<file path="config.mk">
export PLATFORM = sky130hd
export DESIGN_NAME = phs_port
export DESIGN_NICKNAME = d
export VERILOG_FILES = /design/src/rtl/phs_pkg.sv /design/src/rtl/phs_samp_if.sv /design/src/rtl/phs_port.sv /design/src/rtl/phs_sample.sv
export SDC_FILE = /design/constraint.sdc
export NUM_CORES = 1
export LEC_CHECK = 0
export BUFFER_PORTS_ARGS = -buffer_cell sky130_fd_sc_hd__clkbuf_2
export CORE_UTILIZATION = 45
export CTS_CLUSTER_DIAMETER = 50
export DETAILED_ROUTE_END_ITERATION = 10
export PLACE_DENSITY_LB_ADDON = 0.08
export SLEW_MARGIN = 20
export SYNTH_ARGS = -nofsm -noshare
export SYNTH_HDL_FRONTEND = slang
export SYNTH_SLANG_ARGS = --single-unit
</file>
<file path="constraint.sdc">
create_clock -name clk_i -period 2.69 [get_ports clk_i]
set_input_delay 0.269 -clock clk_i [delete_from_list [all_inputs] [get_ports clk_i]]
set_output_delay 0.269 -clock clk_i [all_outputs]
set_load 0.005 [all_outputs]
</file>
<file path="src/rtl/phs_pkg.sv">
package phs_pkg;

  // ---------------------------------------------------------------
  // timing
  // ---------------------------------------------------------------
  localparam int CLK_PERIOD_NS = 5;
  localparam int SAMPLE_PERIOD_US = 400;
  localparam int SAMPLE_CYC = (SAMPLE_PERIOD_US * 1000) / CLK_PERIOD_NS;
  localparam int LOCKOUT_MS = 500;
  // least time: rounded up to whole cycles
  localparam int LOCKOUT_CYC = (LOCKOUT_MS * 1000000 + CLK_PERIOD_NS - 1) / CLK_PERIOD_NS;

  // ---------------------------------------------------------------
  // widths
  // ---------------------------------------------------------------
  localparam int NAXIS = 2;
  localparam int POS_W = 24;
  localparam int CODE_W = 16;
  localparam int ADDR_W = 12;
  localparam int DATA_W = 32;

  // ---------------------------------------------------------------
  // sampled input slots
  // ---------------------------------------------------------------
  localparam int NSIG = 6;
  localparam int SG_READY = 0;
  localparam int SG_PRE0 = 1;
  localparam int SG_CLR = 3;
  localparam int SG_SENS0 = 4;

  // ---------------------------------------------------------------
  // register byte offsets
  // ---------------------------------------------------------------
  localparam logic [ADDR_W-1:0] OFF_STATUS = 12'h000;
  localparam logic [ADDR_W-1:0] OFF_ERRCODE0 = 12'h004;
  localparam logic [ADDR_W-1:0] OFF_ERRCODE1 = 12'h008;
  localparam logic [ADDR_W-1:0] OFF_SETVAL0 = 12'h00C;
  localparam logic [ADDR_W-1:0] OFF_SETVAL1 = 12'h010;
  localparam logic [ADDR_W-1:0] OFF_SETDIS0 = 12'h014;
  localparam logic [ADDR_W-1:0] OFF_SETDIS1 = 12'h018;
  localparam logic [ADDR_W-1:0] OFF_CMDSTAT = 12'h01C;
  localparam logic [ADDR_W-1:0] OFF_IRQ_ST = 12'h020;
  localparam logic [ADDR_W-1:0] OFF_IRQ_MSK = 12'h024;

  // ---------------------------------------------------------------
  // field positions
  // ---------------------------------------------------------------
  localparam int ST_OK = 0;
  localparam int ST_ONLINE = 1;
  localparam int ST_SF0 = 4;
  localparam int ST_AF0 = 5;
  localparam int ST_SF1 = 8;
  localparam int ST_AF1 = 9;
  localparam int ST_LOCK = 12;
  localparam int CMD_PRE0 = 0;
  localparam int CMD_PRE1 = 1;
  localparam int SETDIS_BIT = 0;

  localparam int NEV = 7;
  localparam int EV_ONLINE = 0;
  localparam int EV_OFFLINE = 1;
  localparam int EV_AF0 = 2;
  localparam int EV_LOAD0 = 4;
  localparam int EV_WDT = 6;

  // ---------------------------------------------------------------
  // reset and error code values
  // ---------------------------------------------------------------
  localparam logic OK_RST = 1'h1;
  localparam logic [CODE_W-1:0] CODE_CLEAR = 16'h0000;
  localparam logic [CODE_W-1:0] SENSOR_CODE_DEF = 16'h0001;

endpackage

</file>
<file path="src/rtl/phs_samp_if.sv">
interface phs_samp_if;
  logic tick;
  logic [phs_pkg::NSIG-1:0] level;
  logic [phs_pkg::NSIG-1:0] rise;

  modport src (
    input tick,
    output level,
    output rise
  );

  modport dst (
    output tick,
    input level,
    input rise
  );
endinterface

</file>
<file path="src/rtl/phs_port.sv">
// How it works
// - watchdog fault drops the module ok flag
// - host ready raised puts module online
// - host ready dropped returns module offline
// - no online entry for 500 ms after reset
// - lost sensor path raises axis sensor fault
// - sensor fault held until clear and healed
// - any fault follows sensor fault or error
// - any fault cleared by clear once healed
// - valid clear also zeroes stored error code
// - clear acts once per rising edge only
// - preset command rising edge loads axis position
// - preset ignored while module is offline
// - preset loads the written setting value
// - setting disable bit one blocks preset
module phs_port #(
  parameter int SAMPLE_CYC = phs_pkg::SAMPLE_CYC,
  parameter int LOCKOUT_CYC = phs_pkg::LOCKOUT_CYC,
  parameter logic [15:0] SENSOR_ERR_CODE = phs_pkg::SENSOR_CODE_DEF
) (
  input wire logic clk_i,
  input wire logic rst_i,
  input wire logic psel_i,
  input wire logic penable_i,
  input wire logic pwrite_i,
  input wire logic [11:0] paddr_i,
  input wire logic [31:0] pwdata_i,
  output logic [31:0] prdata_o,
  output logic pready_o,
  output logic pslverr_o,
  input wire logic host_ready_cmd_i,
  input wire logic axis1_preset_cmd_i,
  input wire logic axis2_preset_cmd_i,
  input wire logic fault_clear_cmd_i,
  input wire logic axis1_sensor_loss_i,
  input wire logic axis2_sensor_loss_i,
  input wire logic wdt_fault_i,
  input wire logic [1:0] axis_err_i,
  input wire logic [31:0] axis_err_code_i,
  output logic module_ok_flag_o,
  output logic online_status_flag_o,
  output logic axis1_sensor_fault_flag_o,
  output logic axis1_any_fault_flag_o,
  output logic axis2_sensor_fault_flag_o,
  output logic axis2_any_fault_flag_o,
  output logic [1:0] preset_load_o,
  output logic [47:0] preset_value_o,
  output logic irq_o
);

  localparam int NAXIS = phs_pkg::NAXIS;
  localparam int POS_W = phs_pkg::POS_W;
  localparam int CODE_W = phs_pkg::CODE_W;
  localparam int DATA_W = phs_pkg::DATA_W;
  localparam int NEV = phs_pkg::NEV;
  localparam int SCW = $clog2(SAMPLE_CYC + 1);
  localparam int LCW = $clog2(LOCKOUT_CYC + 1);

  typedef struct packed {
    logic [SCW-1:0] samp_cnt;
    logic tick;
    logic [LCW-1:0] lock_cnt;
    logic lock_done;
    logic ok;
    logic online;
    logic [NAXIS-1:0] sfault;
    logic [NAXIS-1:0] afault;
    logic [NAXIS-1:0][CODE_W-1:0] ecode;
    logic [NAXIS-1:0][POS_W-1:0] setval;
    logic [NAXIS-1:0] sdis;
    logic [NAXIS-1:0] load;
    logic [NAXIS-1:0][POS_W-1:0] pos;
    logic [NEV-1:0] irq_st;
    logic [NEV-1:0] irq_msk;
    logic irq;
    logic pready;
    logic pslverr;
    logic [DATA_W-1:0] prdata;
  } phs_state_t;

  phs_state_t st;
  phs_state_t next_st;

  logic [phs_pkg::NSIG-1:0] raw;
  logic [NAXIS-1:0] sens_v;
  logic [NAXIS-1:0] clr_v;
  logic [NEV-1:0] ev;
  logic [NEV-1:0] w1c;
  logic [DATA_W-1:0] rdat;
  logic rmap;
  logic wr;

  // ---------------------------------------------------------------
  // host and sensor line sampling
  // ---------------------------------------------------------------
  phs_samp_if smp ();

  assign raw = {axis2_sensor_loss_i, axis1_sensor_loss_i, fault_clear_cmd_i,
                axis2_preset_cmd_i, axis1_preset_cmd_i, host_ready_cmd_i};
  assign smp.tick = st.tick;

  phs_sample u_sample (
    .clk_i(clk_i),
    .rst_i(rst_i),
    .raw_i(raw),
    .smp(smp.src)
  );

  // a clear counts for an axis only once its causes have gone
  assign sens_v = smp.level[phs_pkg::SG_SENS0 +: NAXIS];
  assign clr_v = {NAXIS{smp.rise[phs_pkg::SG_CLR]}} & ~sens_v & ~axis_err_i;

  // ---------------------------------------------------------------
  // next state
  // ---------------------------------------------------------------
  always_comb begin
    next_st = st;
    next_st.load = '0;
    next_st.tick = 1'b0;
    ev = '0;
    w1c = '0;
    rdat = '0;
    rmap = 1'b1;
    wr = psel_i & penable_i & st.pready & pwrite_i;

    // sample period tick
    if (st.samp_cnt == SCW'(SAMPLE_CYC - 1)) begin
      next_st.samp_cnt = '0;
      next_st.tick = 1'b1;
    end else begin
      next_st.samp_cnt = st.samp_cnt + 1'b1;
    end

    // start-up lockout after any reset
    if (!st.lock_done) begin
      if (st.lock_cnt == LCW'(LOCKOUT_CYC - 1)) begin
        next_st.lock_done = 1'b1;
      end else begin
        next_st.lock_cnt = st.lock_cnt + 1'b1;
      end
    end

    // self-diagnosis fault is sticky until reset
    if (wdt_fault_i) begin
      next_st.ok = 1'b0;
    end

    // online follows host ready once the lockout has run out
    next_st.online = smp.level[phs_pkg::SG_READY] & st.lock_done;

    for (int a = 0; a < NAXIS; a++) begin
      if (sens_v[a]) begin
        next_st.sfault[a] = 1'b1;
      end else if (clr_v[a]) begin
        next_st.sfault[a] = 1'b0;
      end
      if (next_st.sfault[a] | axis_err_i[a]) begin
        next_st.afault[a] = 1'b1;
      end else if (clr_v[a]) begin
        next_st.afault[a] = 1'b0;
      end
      if (axis_err_i[a]) begin
        next_st.ecode[a] = axis_err_code_i[a*CODE_W +: CODE_W];
      end else if (sens_v[a]) begin
        next_st.ecode[a] = SENSOR_ERR_CODE;
      end else if (clr_v[a]) begin
        next_st.ecode[a] = phs_pkg::CODE_CLEAR;
      end
      if (smp.rise[phs_pkg::SG_PRE0 + a] & st.online & ~st.sdis[a]) begin
        next_st.load[a] = 1'b1;
        next_st.pos[a] = st.setval[a];
      end
      ev[phs_pkg::EV_AF0 + a] = next_st.afault[a] & ~st.afault[a];
      ev[phs_pkg::EV_LOAD0 + a] = next_st.load[a];
    end

    ev[phs_pkg::EV_ONLINE] = next_st.online & ~st.online;
    ev[phs_pkg::EV_OFFLINE] = ~next_st.online & st.online;
    ev[phs_pkg::EV_WDT] = ~next_st.ok & st.ok;

    // register read decode
    case (paddr_i)
      phs_pkg::OFF_STATUS: begin
        rdat[phs_pkg::ST_OK] = st.ok;
        rdat[phs_pkg::ST_ONLINE] = st.online;
        rdat[phs_pkg::ST_SF0] = st.sfault[0];
        rdat[phs_pkg::ST_AF0] = st.afault[0];
        rdat[phs_pkg::ST_SF1] = st.sfault[1];
        rdat[phs_pkg::ST_AF1] = st.afault[1];
        rdat[phs_pkg::ST_LOCK] = ~st.lock_done;
      end
      phs_pkg::OFF_ERRCODE0: begin
        rdat[CODE_W-1:0] = st.ecode[0];
      end
      phs_pkg::OFF_ERRCODE1: begin
        rdat[CODE_W-1:0] = st.ecode[1];
      end
      phs_pkg::OFF_SETVAL0: begin
        rdat[POS_W-1:0] = st.setval[0];
      end
      phs_pkg::OFF_SETVAL1: begin
        rdat[POS_W-1:0] = st.setval[1];
      end
      phs_pkg::OFF_SETDIS0: begin
        rdat[phs_pkg::SETDIS_BIT] = st.sdis[0];
      end
      phs_pkg::OFF_SETDIS1: begin
        rdat[phs_pkg::SETDIS_BIT] = st.sdis[1];
      end
      phs_pkg::OFF_CMDSTAT: begin
        rdat[phs_pkg::CMD_PRE0] = smp.level[phs_pkg::SG_PRE0];
        rdat[phs_pkg::CMD_PRE1] = smp.level[phs_pkg::SG_PRE0 + 1];
      end
      phs_pkg::OFF_IRQ_ST: begin
        rdat[NEV-1:0] = st.irq_st;
      end
      phs_pkg::OFF_IRQ_MSK: begin
        rdat[NEV-1:0] = st.irq_msk;
      end
      default: begin
        rmap = 1'b0;
      end
    endcase

    // register writes, on the completing access edge only
    if (wr & rmap) begin
      case (paddr_i)
        phs_pkg::OFF_SETVAL0: begin
          next_st.setval[0] = pwdata_i[POS_W-1:0];
        end
        phs_pkg::OFF_SETVAL1: begin
          next_st.setval[1] = pwdata_i[POS_W-1:0];
        end
        phs_pkg::OFF_SETDIS0: begin
          next_st.sdis[0] = pwdata_i[phs_pkg::SETDIS_BIT];
        end
        phs_pkg::OFF_SETDIS1: begin
          next_st.sdis[1] = pwdata_i[phs_pkg::SETDIS_BIT];
        end
        phs_pkg::OFF_IRQ_ST: begin
          w1c = pwdata_i[NEV-1:0];
        end
        phs_pkg::OFF_IRQ_MSK: begin
          next_st.irq_msk = pwdata_i[NEV-1:0];
        end
        default: begin
          w1c = '0;
        end
      endcase
    end

    // a new event wins over a clear in the same cycle
    next_st.irq_st = (st.irq_st & ~w1c) | ev;
    next_st.irq = |(next_st.irq_st & next_st.irq_msk);

    // one wait state: pready is set at the end of the first access cycle
    if (psel_i & penable_i & ~st.pready) begin
      next_st.pready = 1'b1;
      next_st.prdata = rdat;
      next_st.pslverr = ~rmap;
    end else begin
      next_st.pready = 1'b0;
      next_st.pslverr = 1'b0;
    end
  end

  always_ff @(posedge clk_i) begin
    if (rst_i) begin
      st <= '0;
      st.ok <= phs_pkg::OK_RST;
    end else begin
      st <= next_st;
    end
  end

  // ---------------------------------------------------------------
  // outputs
  // ---------------------------------------------------------------
  assign prdata_o = st.prdata;
  assign pready_o = st.pready;
  assign pslverr_o = st.pslverr;
  assign module_ok_flag_o = st.ok;
  assign online_status_flag_o = st.online;
  assign axis1_sensor_fault_flag_o = st.sfault[0];
  assign axis1_any_fault_flag_o = st.afault[0];
  assign axis2_sensor_fault_flag_o = st.sfault[1];
  assign axis2_any_fault_flag_o = st.afault[1];
  assign preset_load_o = st.load;
  assign preset_value_o = st.pos;
  assign irq_o = st.irq;
endmodule

</file>
<file path="src/rtl/phs_sample.sv">
module phs_sample (
  input wire logic clk_i,
  input wire logic rst_i,
  input wire logic [phs_pkg::NSIG-1:0] raw_i,
  phs_samp_if.src smp
);

  localparam int NSIG = phs_pkg::NSIG;
  localparam int SG_CLR = phs_pkg::SG_CLR;

  typedef struct packed {
    logic [NSIG-1:0] meta;
    logic [NSIG-1:0] sync;
    logic [NSIG-1:0] level;
    logic [NSIG-1:0] rise;
  } phs_samp_state_t;

  phs_samp_state_t st;
  phs_samp_state_t next_st;

  // ---------------------------------------------------------------
  // two-stage sync, then sample and compare once per period
  // ---------------------------------------------------------------
  always_comb begin
    next_st = st;
    next_st.meta = raw_i;
    next_st.sync = st.meta;
    next_st.rise = '0;
    if (smp.tick) begin
      next_st.level = st.sync;
      next_st.rise = st.sync & ~st.level;
    end
  end

  always_ff @(posedge clk_i) begin
    if (rst_i) begin
      st <= '0;
    end else begin
      st <= next_st;
    end
  end

  assign smp.level = st.level;
  assign smp.rise = st.rise;
endmodule

</file>
* Word level (Yosys, flattened, before mapping)
Index checks and enable logic that the tools add are counted.
** Cells by class
- Add/sub/neg operators :: 2
- Equal/unequal tests :: 11
- Multiplexer cells :: 37
- Bitwise logic cells :: 40
- Reductions and logical operators :: 13
** Operators by type and width (count)
- $mux W16 :: 6
- $eq A12 B5 Y1 const B :: 4
- $mux W7 :: 4
- $add A27 B1 Y27 const B :: 1
- $eq A27 B27 Y1 const B :: 1
- $eq A12 B4 Y1 const B :: 2
- $eq A12 B6 Y1 const B :: 2
- $add A17 B1 Y17 const B :: 1
- $eq A17 B17 Y1 const B :: 1
- $pmux W8 S2 :: 1
- $and A1 B1 Y1 :: 15
- $mux W1 :: 15
- $and A7 B7 Y7 :: 2
- $pmux W2 S7 :: 1
- $not A1 Y1 :: 13
- $eq A12 B3 Y1 const B :: 1
- $logic_not A12 Y1 :: 1
- $pmux W2 S6 :: 1
- $pmux W3 S4 :: 1
- $pmux W1 S10 :: 1
- $pmux W2 S5 :: 1
- $reduce_and A2 Y1 :: 5
- $reduce_or A10 Y1 :: 1
- $pmux W1 S8 :: 1
- 15 further kinds :: 21
** Storage, ports and cells
- Bits in registers :: 247
- Bits of input ports :: 90
- Output and inout port bits :: 91
- Logic and storage cells :: 130

* Logic depth before layout (Yosys ltp)
- Word-level depth :: 11
- Gate-level depth with buffers :: 8
- Depth with buffers taken out :: 6

* Cells and area by module
A second synthesis with hierarchy kept.
** Second synthesis, totals
- Cells, all modules :: 1232
- Area, all modules :: 10406.2 sq um
** By module, submodules not included
- phs_port :: instances 1, cells each 1162, area each 9557.9 sq um, seq. area each 4504.3 sq um
- phs_sample :: instances 1, cells each 70, area each 848.3 sq um, seq. area each 480.5 sq um

* Least setup slack after synthesis
Ideal clock, no wire load.
- Path type :: input -> register
- From :: input paddr_i[7]
- To :: register st (netlist bit irq_o)
- Library setup time :: 138 ps
- Arrival time :: 2064 ps
- Data required time :: 2552 ps
- Path slack :: 488 ps
- Cell stages on the path :: 6
- Path buffers :: 1
- Cell sequence :: or4_4 buf_6 nor4_4 mux2_2 a22oi_1 a41oi_2
** Between the ends
- Word-level cells in the longest chain between the ends :: 10
- Elaborated cells on any way between the ends :: 22
- Classes of those cells :: eq/ne (9); mux (5); bitwise (5); reduce/logical (3)
** Ends and longest elaborated chain
- start: declaration :: line phs_port.sv:26 : input wire logic [11:0] paddr_i,
- $eq A12 B5 Y1, or another cell as far along :: line phs_port.sv:182 : case (paddr_i)
- $reduce_or A10 Y1 (no line)
- $mux W1 :: line phs_port.sv:182
- $and A1 B1 Y1 :: line phs_port.sv:226 : if (wr & rmap) begin
- $mux W7 :: line phs_port.sv:226
- $not A7 Y7 :: line phs_port.sv:253 : next_st.irq_st = (st.irq_st & ~w1c) | ev;
- $and A7 B7 Y7 :: line phs_port.sv:253
- $or A7 B7 Y7 :: line phs_port.sv:253
- $and A7 B7 Y7 * :: line phs_port.sv:254 : next_st.irq = |(next_st.irq_st & next_st.irq_msk);
- $reduce_or A7 Y1 * :: line phs_port.sv:254
- end signal: assignment :: line phs_port.sv:272 : st <= next_st;
- end: declaration :: line phs_port.sv:81 : phs_state_t st;
Mark *: on every way between the ends. The rest lies on a longest branch, timed or not.
A chain may end at the register's enable or synchronous reset.

* Worst setup path after layout
- From :: register st[191] in the netlist's numbering
- To :: register st[197] in the netlist's numbering
** Between the ends
- Word-level cells in the longest chain between the ends :: 3
- Elaborated cells on any way between the ends :: 4
- Classes of those cells :: add/sub (1); eq/ne (1); bitwise (1); reduce/logical (1)
** Ends and longest elaborated chain
- parallel branches: the longest is 3 deep, another holds $add A27 B1 Y27
Several ways; the timed one is not identified.

==> results by group <==
STA
  – Final-report hold violation count: 0
  – Max-slew violations: 0
  – Worst Clk Skew: 12.1 ps
  – Max-slew headroom: 0.575
  – Setup violators final: 0
  – RSZ-0062 raised after global routing: no
  – Crit share post-route: 0.803
  – Slew @ Worst Pin: about 630 ps
  – Fin crit period: roughly 2200 ps
  – Fmax: 463 MHz
  – Setup tns final: 0 ps

Drt
  – DR vias/cell: around 5.3
  – Wirelength per Cell: between 15 and 20 µm
  – DR vias: between 9000 and 10000
  – Final ANT Viol Nets: 0
  – Length of the first detailed-routing pass in iterations: 7
  – Post-Route WL: 29100 µm
  – Residual DRC: 0
  – DR iter-0 viols: 576

Synth
  – Synthesized flop and latch total: about 250
  – Post-synth EDFFs: 0
  – Synth unique cells: ~70
  – Syn Area/Cell: around 8.7 µm²
  – Yosys warning total: 0
  – Main synth FF type: dfxtp_1
  – Post-Syn Instances: ~1200
  – Asr flop ratio synth: 0
  – Register area share after synthesis: 0.461
  – Mapped cell area: around 11000 µm²

Global routing
  – GRT Residual Overflow: 0
  – Total GRT Usage: 0.238
  – Vias in the first global route: 8464
  – First-pass GRT wire length: 45800 µm
  – Largest net degree at the start of global routing: 79
  – Initial antenna violation count: 1

Pwr
  – Flop pwr share: 0.456
  – Net Sw Frac: 0.229
  – Leak pwr: ~4.9 nW
  – Power Density: ~640 nW/µm²
  – Internal Power: between 6 and 7 mW
  – Clk pwr share: 0.488
  – Sw Pwr: 1.88 mW
  – Worst IR Drop VDD: 0.527 mV
  – Combinational share of power: 0.056

Floorplanning
  – Io pins: 181
  – Initial Util: 0.457
  – Die area: about 24000 µm²
  – Die W: ~160 µm
  – Rows: 56
  – Core ar.: approximately 23000 µm²
  – Chip height: about 160 µm

Worst setup path
  – Worst setup EP type: register
  – Worst setup SP type: register
  – R2R Path Start: st[191]
  – CP max FO: 9
  – Required time of the critical path: around 3100 ps
  – Worst EP arrival: approximately 2600 ps
  – Reg-to-reg endpoint: st[197]
  – R2R depth: 5
  – Crit Path Class: reg2reg
  – Flop-to-flop setup slack: around 530 ps

CTS
  – Clk_lat worst skew: roughly 540 ps
  – # clock sinks: between 200 and 250
  – TritonCTS clock tree: done
  – CTS max path bufs: 3
  – H-tree depth: 1
  – Post-CTS Hold Buffers: 58
  – Root buffer cell: clkbuf_16
  – Clk pin slew, worst setup/hold paths: approximately 60 ps
  – Post-cts resize count: 0
  – Post-CTS Setup Repair Bufs: 0
  – CTS buffer count: 30

Cells and area
  – Share of cells above drive strength 1: 0.202
  – Fill cells: approximately 2300
  – Area Overhead vs Synth: 20.8%
  – Nets@finish: between 1000 and 1500
  – Final Util: 0.552

Placed design
  – DP HPWL: between 20000 and 25000 µm
  – GP Congestion: approximately 0.86
  – # port buffers: ~160

Hold path
  – Hold path start: axis_err_code_i[9]
  – Worst min-delay path class: in2reg
  – Cell depth of the worst hold path: 3
  – Hold Path Sink: st[158]

Run status
  – Status: finished, final reports clean

Run
  – Maxcap violations: 0
[metrics by stage]
step,instances,total power [mW],cell area [µm²],setup WS (ps),hold slack [ps]
6_report,1715,8.23,12900,529,20.1
5_1_grt,1714,8.52,12900,311,23.4
4_1_cts,1714,8.31,12900,511,9.54
3_5_place_dp,1602,4.22,11300,283,412
3_3_place_gp,1602,4.22,11300,275,409
2_1_floorplan,1242,4.07,10700,488,396
[state kept, by name, summed over array words and instances (netlist names)]
signal,count
preset_value_o,48
u_sample.smp.rise,3
prdata_o,24
module_ok_flag_o,1
axis2_sensor_fault_flag_o,1
smp.tick,1
axis1_any_fault_flag_o,1
axis1_sensor_fault_flag_o,1
axis2_any_fault_flag_o,1
preset_load_o,2
online_status_flag_o,1
u_sample.next_st,6
u_sample.st,6
st,141
u_sample.smp.level,6
pslverr_o,1
pready_o,1
irq_o,1
[power by group through the flow]
stage,registers (mW),clock network [mW],logic (mW)
finish,3.75,4.02,0.460
global route,3.76,4.25,0.507
CTS,3.75,4.10,0.460
detailed placement,3.83,0,0.392
global placement,3.83,0,0.389
floorplan,3.82,0,0.251
[final cells by class]
type	instances	area, µm²	area share
inverters	13	48.8	0.00378
well taps	319	399	0.0309
clock inverters	14	130	0.0101
diodes	1	2.50	0.000194
clock buffers	40	890	0.0689
flip-flops and latches	246	4920	0.381
multi-input cells	824	4810	0.372
repair buffers	258	1720	0.133
[placed cells by master (no fill, tap or decap), drive strengths merged, types with 5 or more instances in the layout]
master | Yosys | final
and3 | 9 | 9
dlygate4sd3 | 0 | 58
nor3 | 21 | 21
or4 | 13 | 13
clkbuf | 59 | 203
nand4 | 10 | 10
nand3 | 27 | 27
inv | 13 | 16
mux2i | 42 | 42
a22oi | 50 | 50
buf | 100 | 37
o31ai | 10 | 10
mux2 | 9 | 9
nor4b | 5 | 5
dfxtp | 246 | 246
nor2b | 32 | 32
a21o | 7 | 7
or3 | 10 | 10
xnor2 | 8 | 8
conb | 1 | 8
nor2 | 132 | 132
a21oi | 106 | 106
nor4 | 12 | 12
clkinv | 0 | 7
o21ai | 17 | 17
nand2 | 180 | 180
and4 | 7 | 7
a22o | 5 | 5
a221oi | 12 | 12
xor2 | 13 | 13
o21bai | 7 | 7
nand2b | 11 | 11
[critical path: stages (launching register included)]
cell and delay (ps):
dfxtp_1 410, nand4_1 190, or3_1 460, o311ai_2 570, nor2_1 90, mux2_1 320
[Yosys cell counts (4+ instances only)]
master | instances | area, µm²
dfxtp_1 | 246 | 4920
nand2_1 | 180 | 676
nor2_1 | 132 | 495
a21oi_1 | 106 | 531
buf_4 | 85 | 638
clkbuf_1 | 59 | 221
a22oi_1 | 49 | 368
mux2i_1 | 42 | 420
nor2b_1 | 32 | 200
nand3_1 | 27 | 135
nor3_1 | 21 | 105
o21ai_0 | 16 | 80.1
inv_1 | 13 | 48.8
xor2_1 | 13 | 114
a221oi_1 | 12 | 105
or4_1 | 12 | 90.1
nand2b_1 | 11 | 68.8
nand4_1 | 10 | 62.6
or3_1 | 10 | 62.6
and3_1 | 9 | 56.3
buf_1 | 9 | 33.8
o31ai_1 | 9 | 67.6
mux2_2 | 8 | 90.1
xnor2_1 | 8 | 70.1
a21o_1 | 7 | 52.6
and4_1 | 7 | 61.3
o21bai_1 | 7 | 52.6
nor4_1 | 6 | 37.5
a22o_1 | 5 | 43.8
nor4b_1 | 5 | 43.8
a311oi_1 | 4 | 35.0
a31oi_1 | 4 | 25.0
nor3b_1 | 4 | 30.0
nor4_4 | 4 | 85.1
o211ai_1 | 4 | 30.0
o2bb2ai_1 | 4 | 35.0
or2_2 | 4 | 25.0
[worst max-delay path by stage]
stage	cells after the start	startpoint	end	slack (ps)
4_1_cts	5	st[191]	st[197]	510
3_3_place_gp	7	paddr_i[1]	irq_o	270
5_1_grt	5	st[191]	st[197]	310
3_5_place_dp	7	paddr_i[1]	irq_o	280
6_report	5	st[191]	st[197]	530
2_1_floorplan	6	paddr_i[7]	irq_o	490
[per-layer routing]
layer,vias up,global-route usage,wire length (µm)
met2,227,0.396,13600
met4,0,0.0733,810
met5,-,0,0
met3,59,0.0397,1420
met1,4266,0.314,13300
li1,4503,-,-
[cells by family (layout without fill, tap and decap cells)]
group                      count (synthesis)  after routing  synth area share
and+or+nand+nor                          489            489             0.222
AOI/OAI and AO/OA                        253            253             0.156
DFF                                      246            246             0.461
buffers and inverters                    172            325            0.0927
muxes                                     51             51            0.0488
xor gates and xnor gates                  21             21            0.0172
adders and majority gates                  2              2           0.00234
other                                      1              9          0.000351
Power figures use the tool's default switching activity.
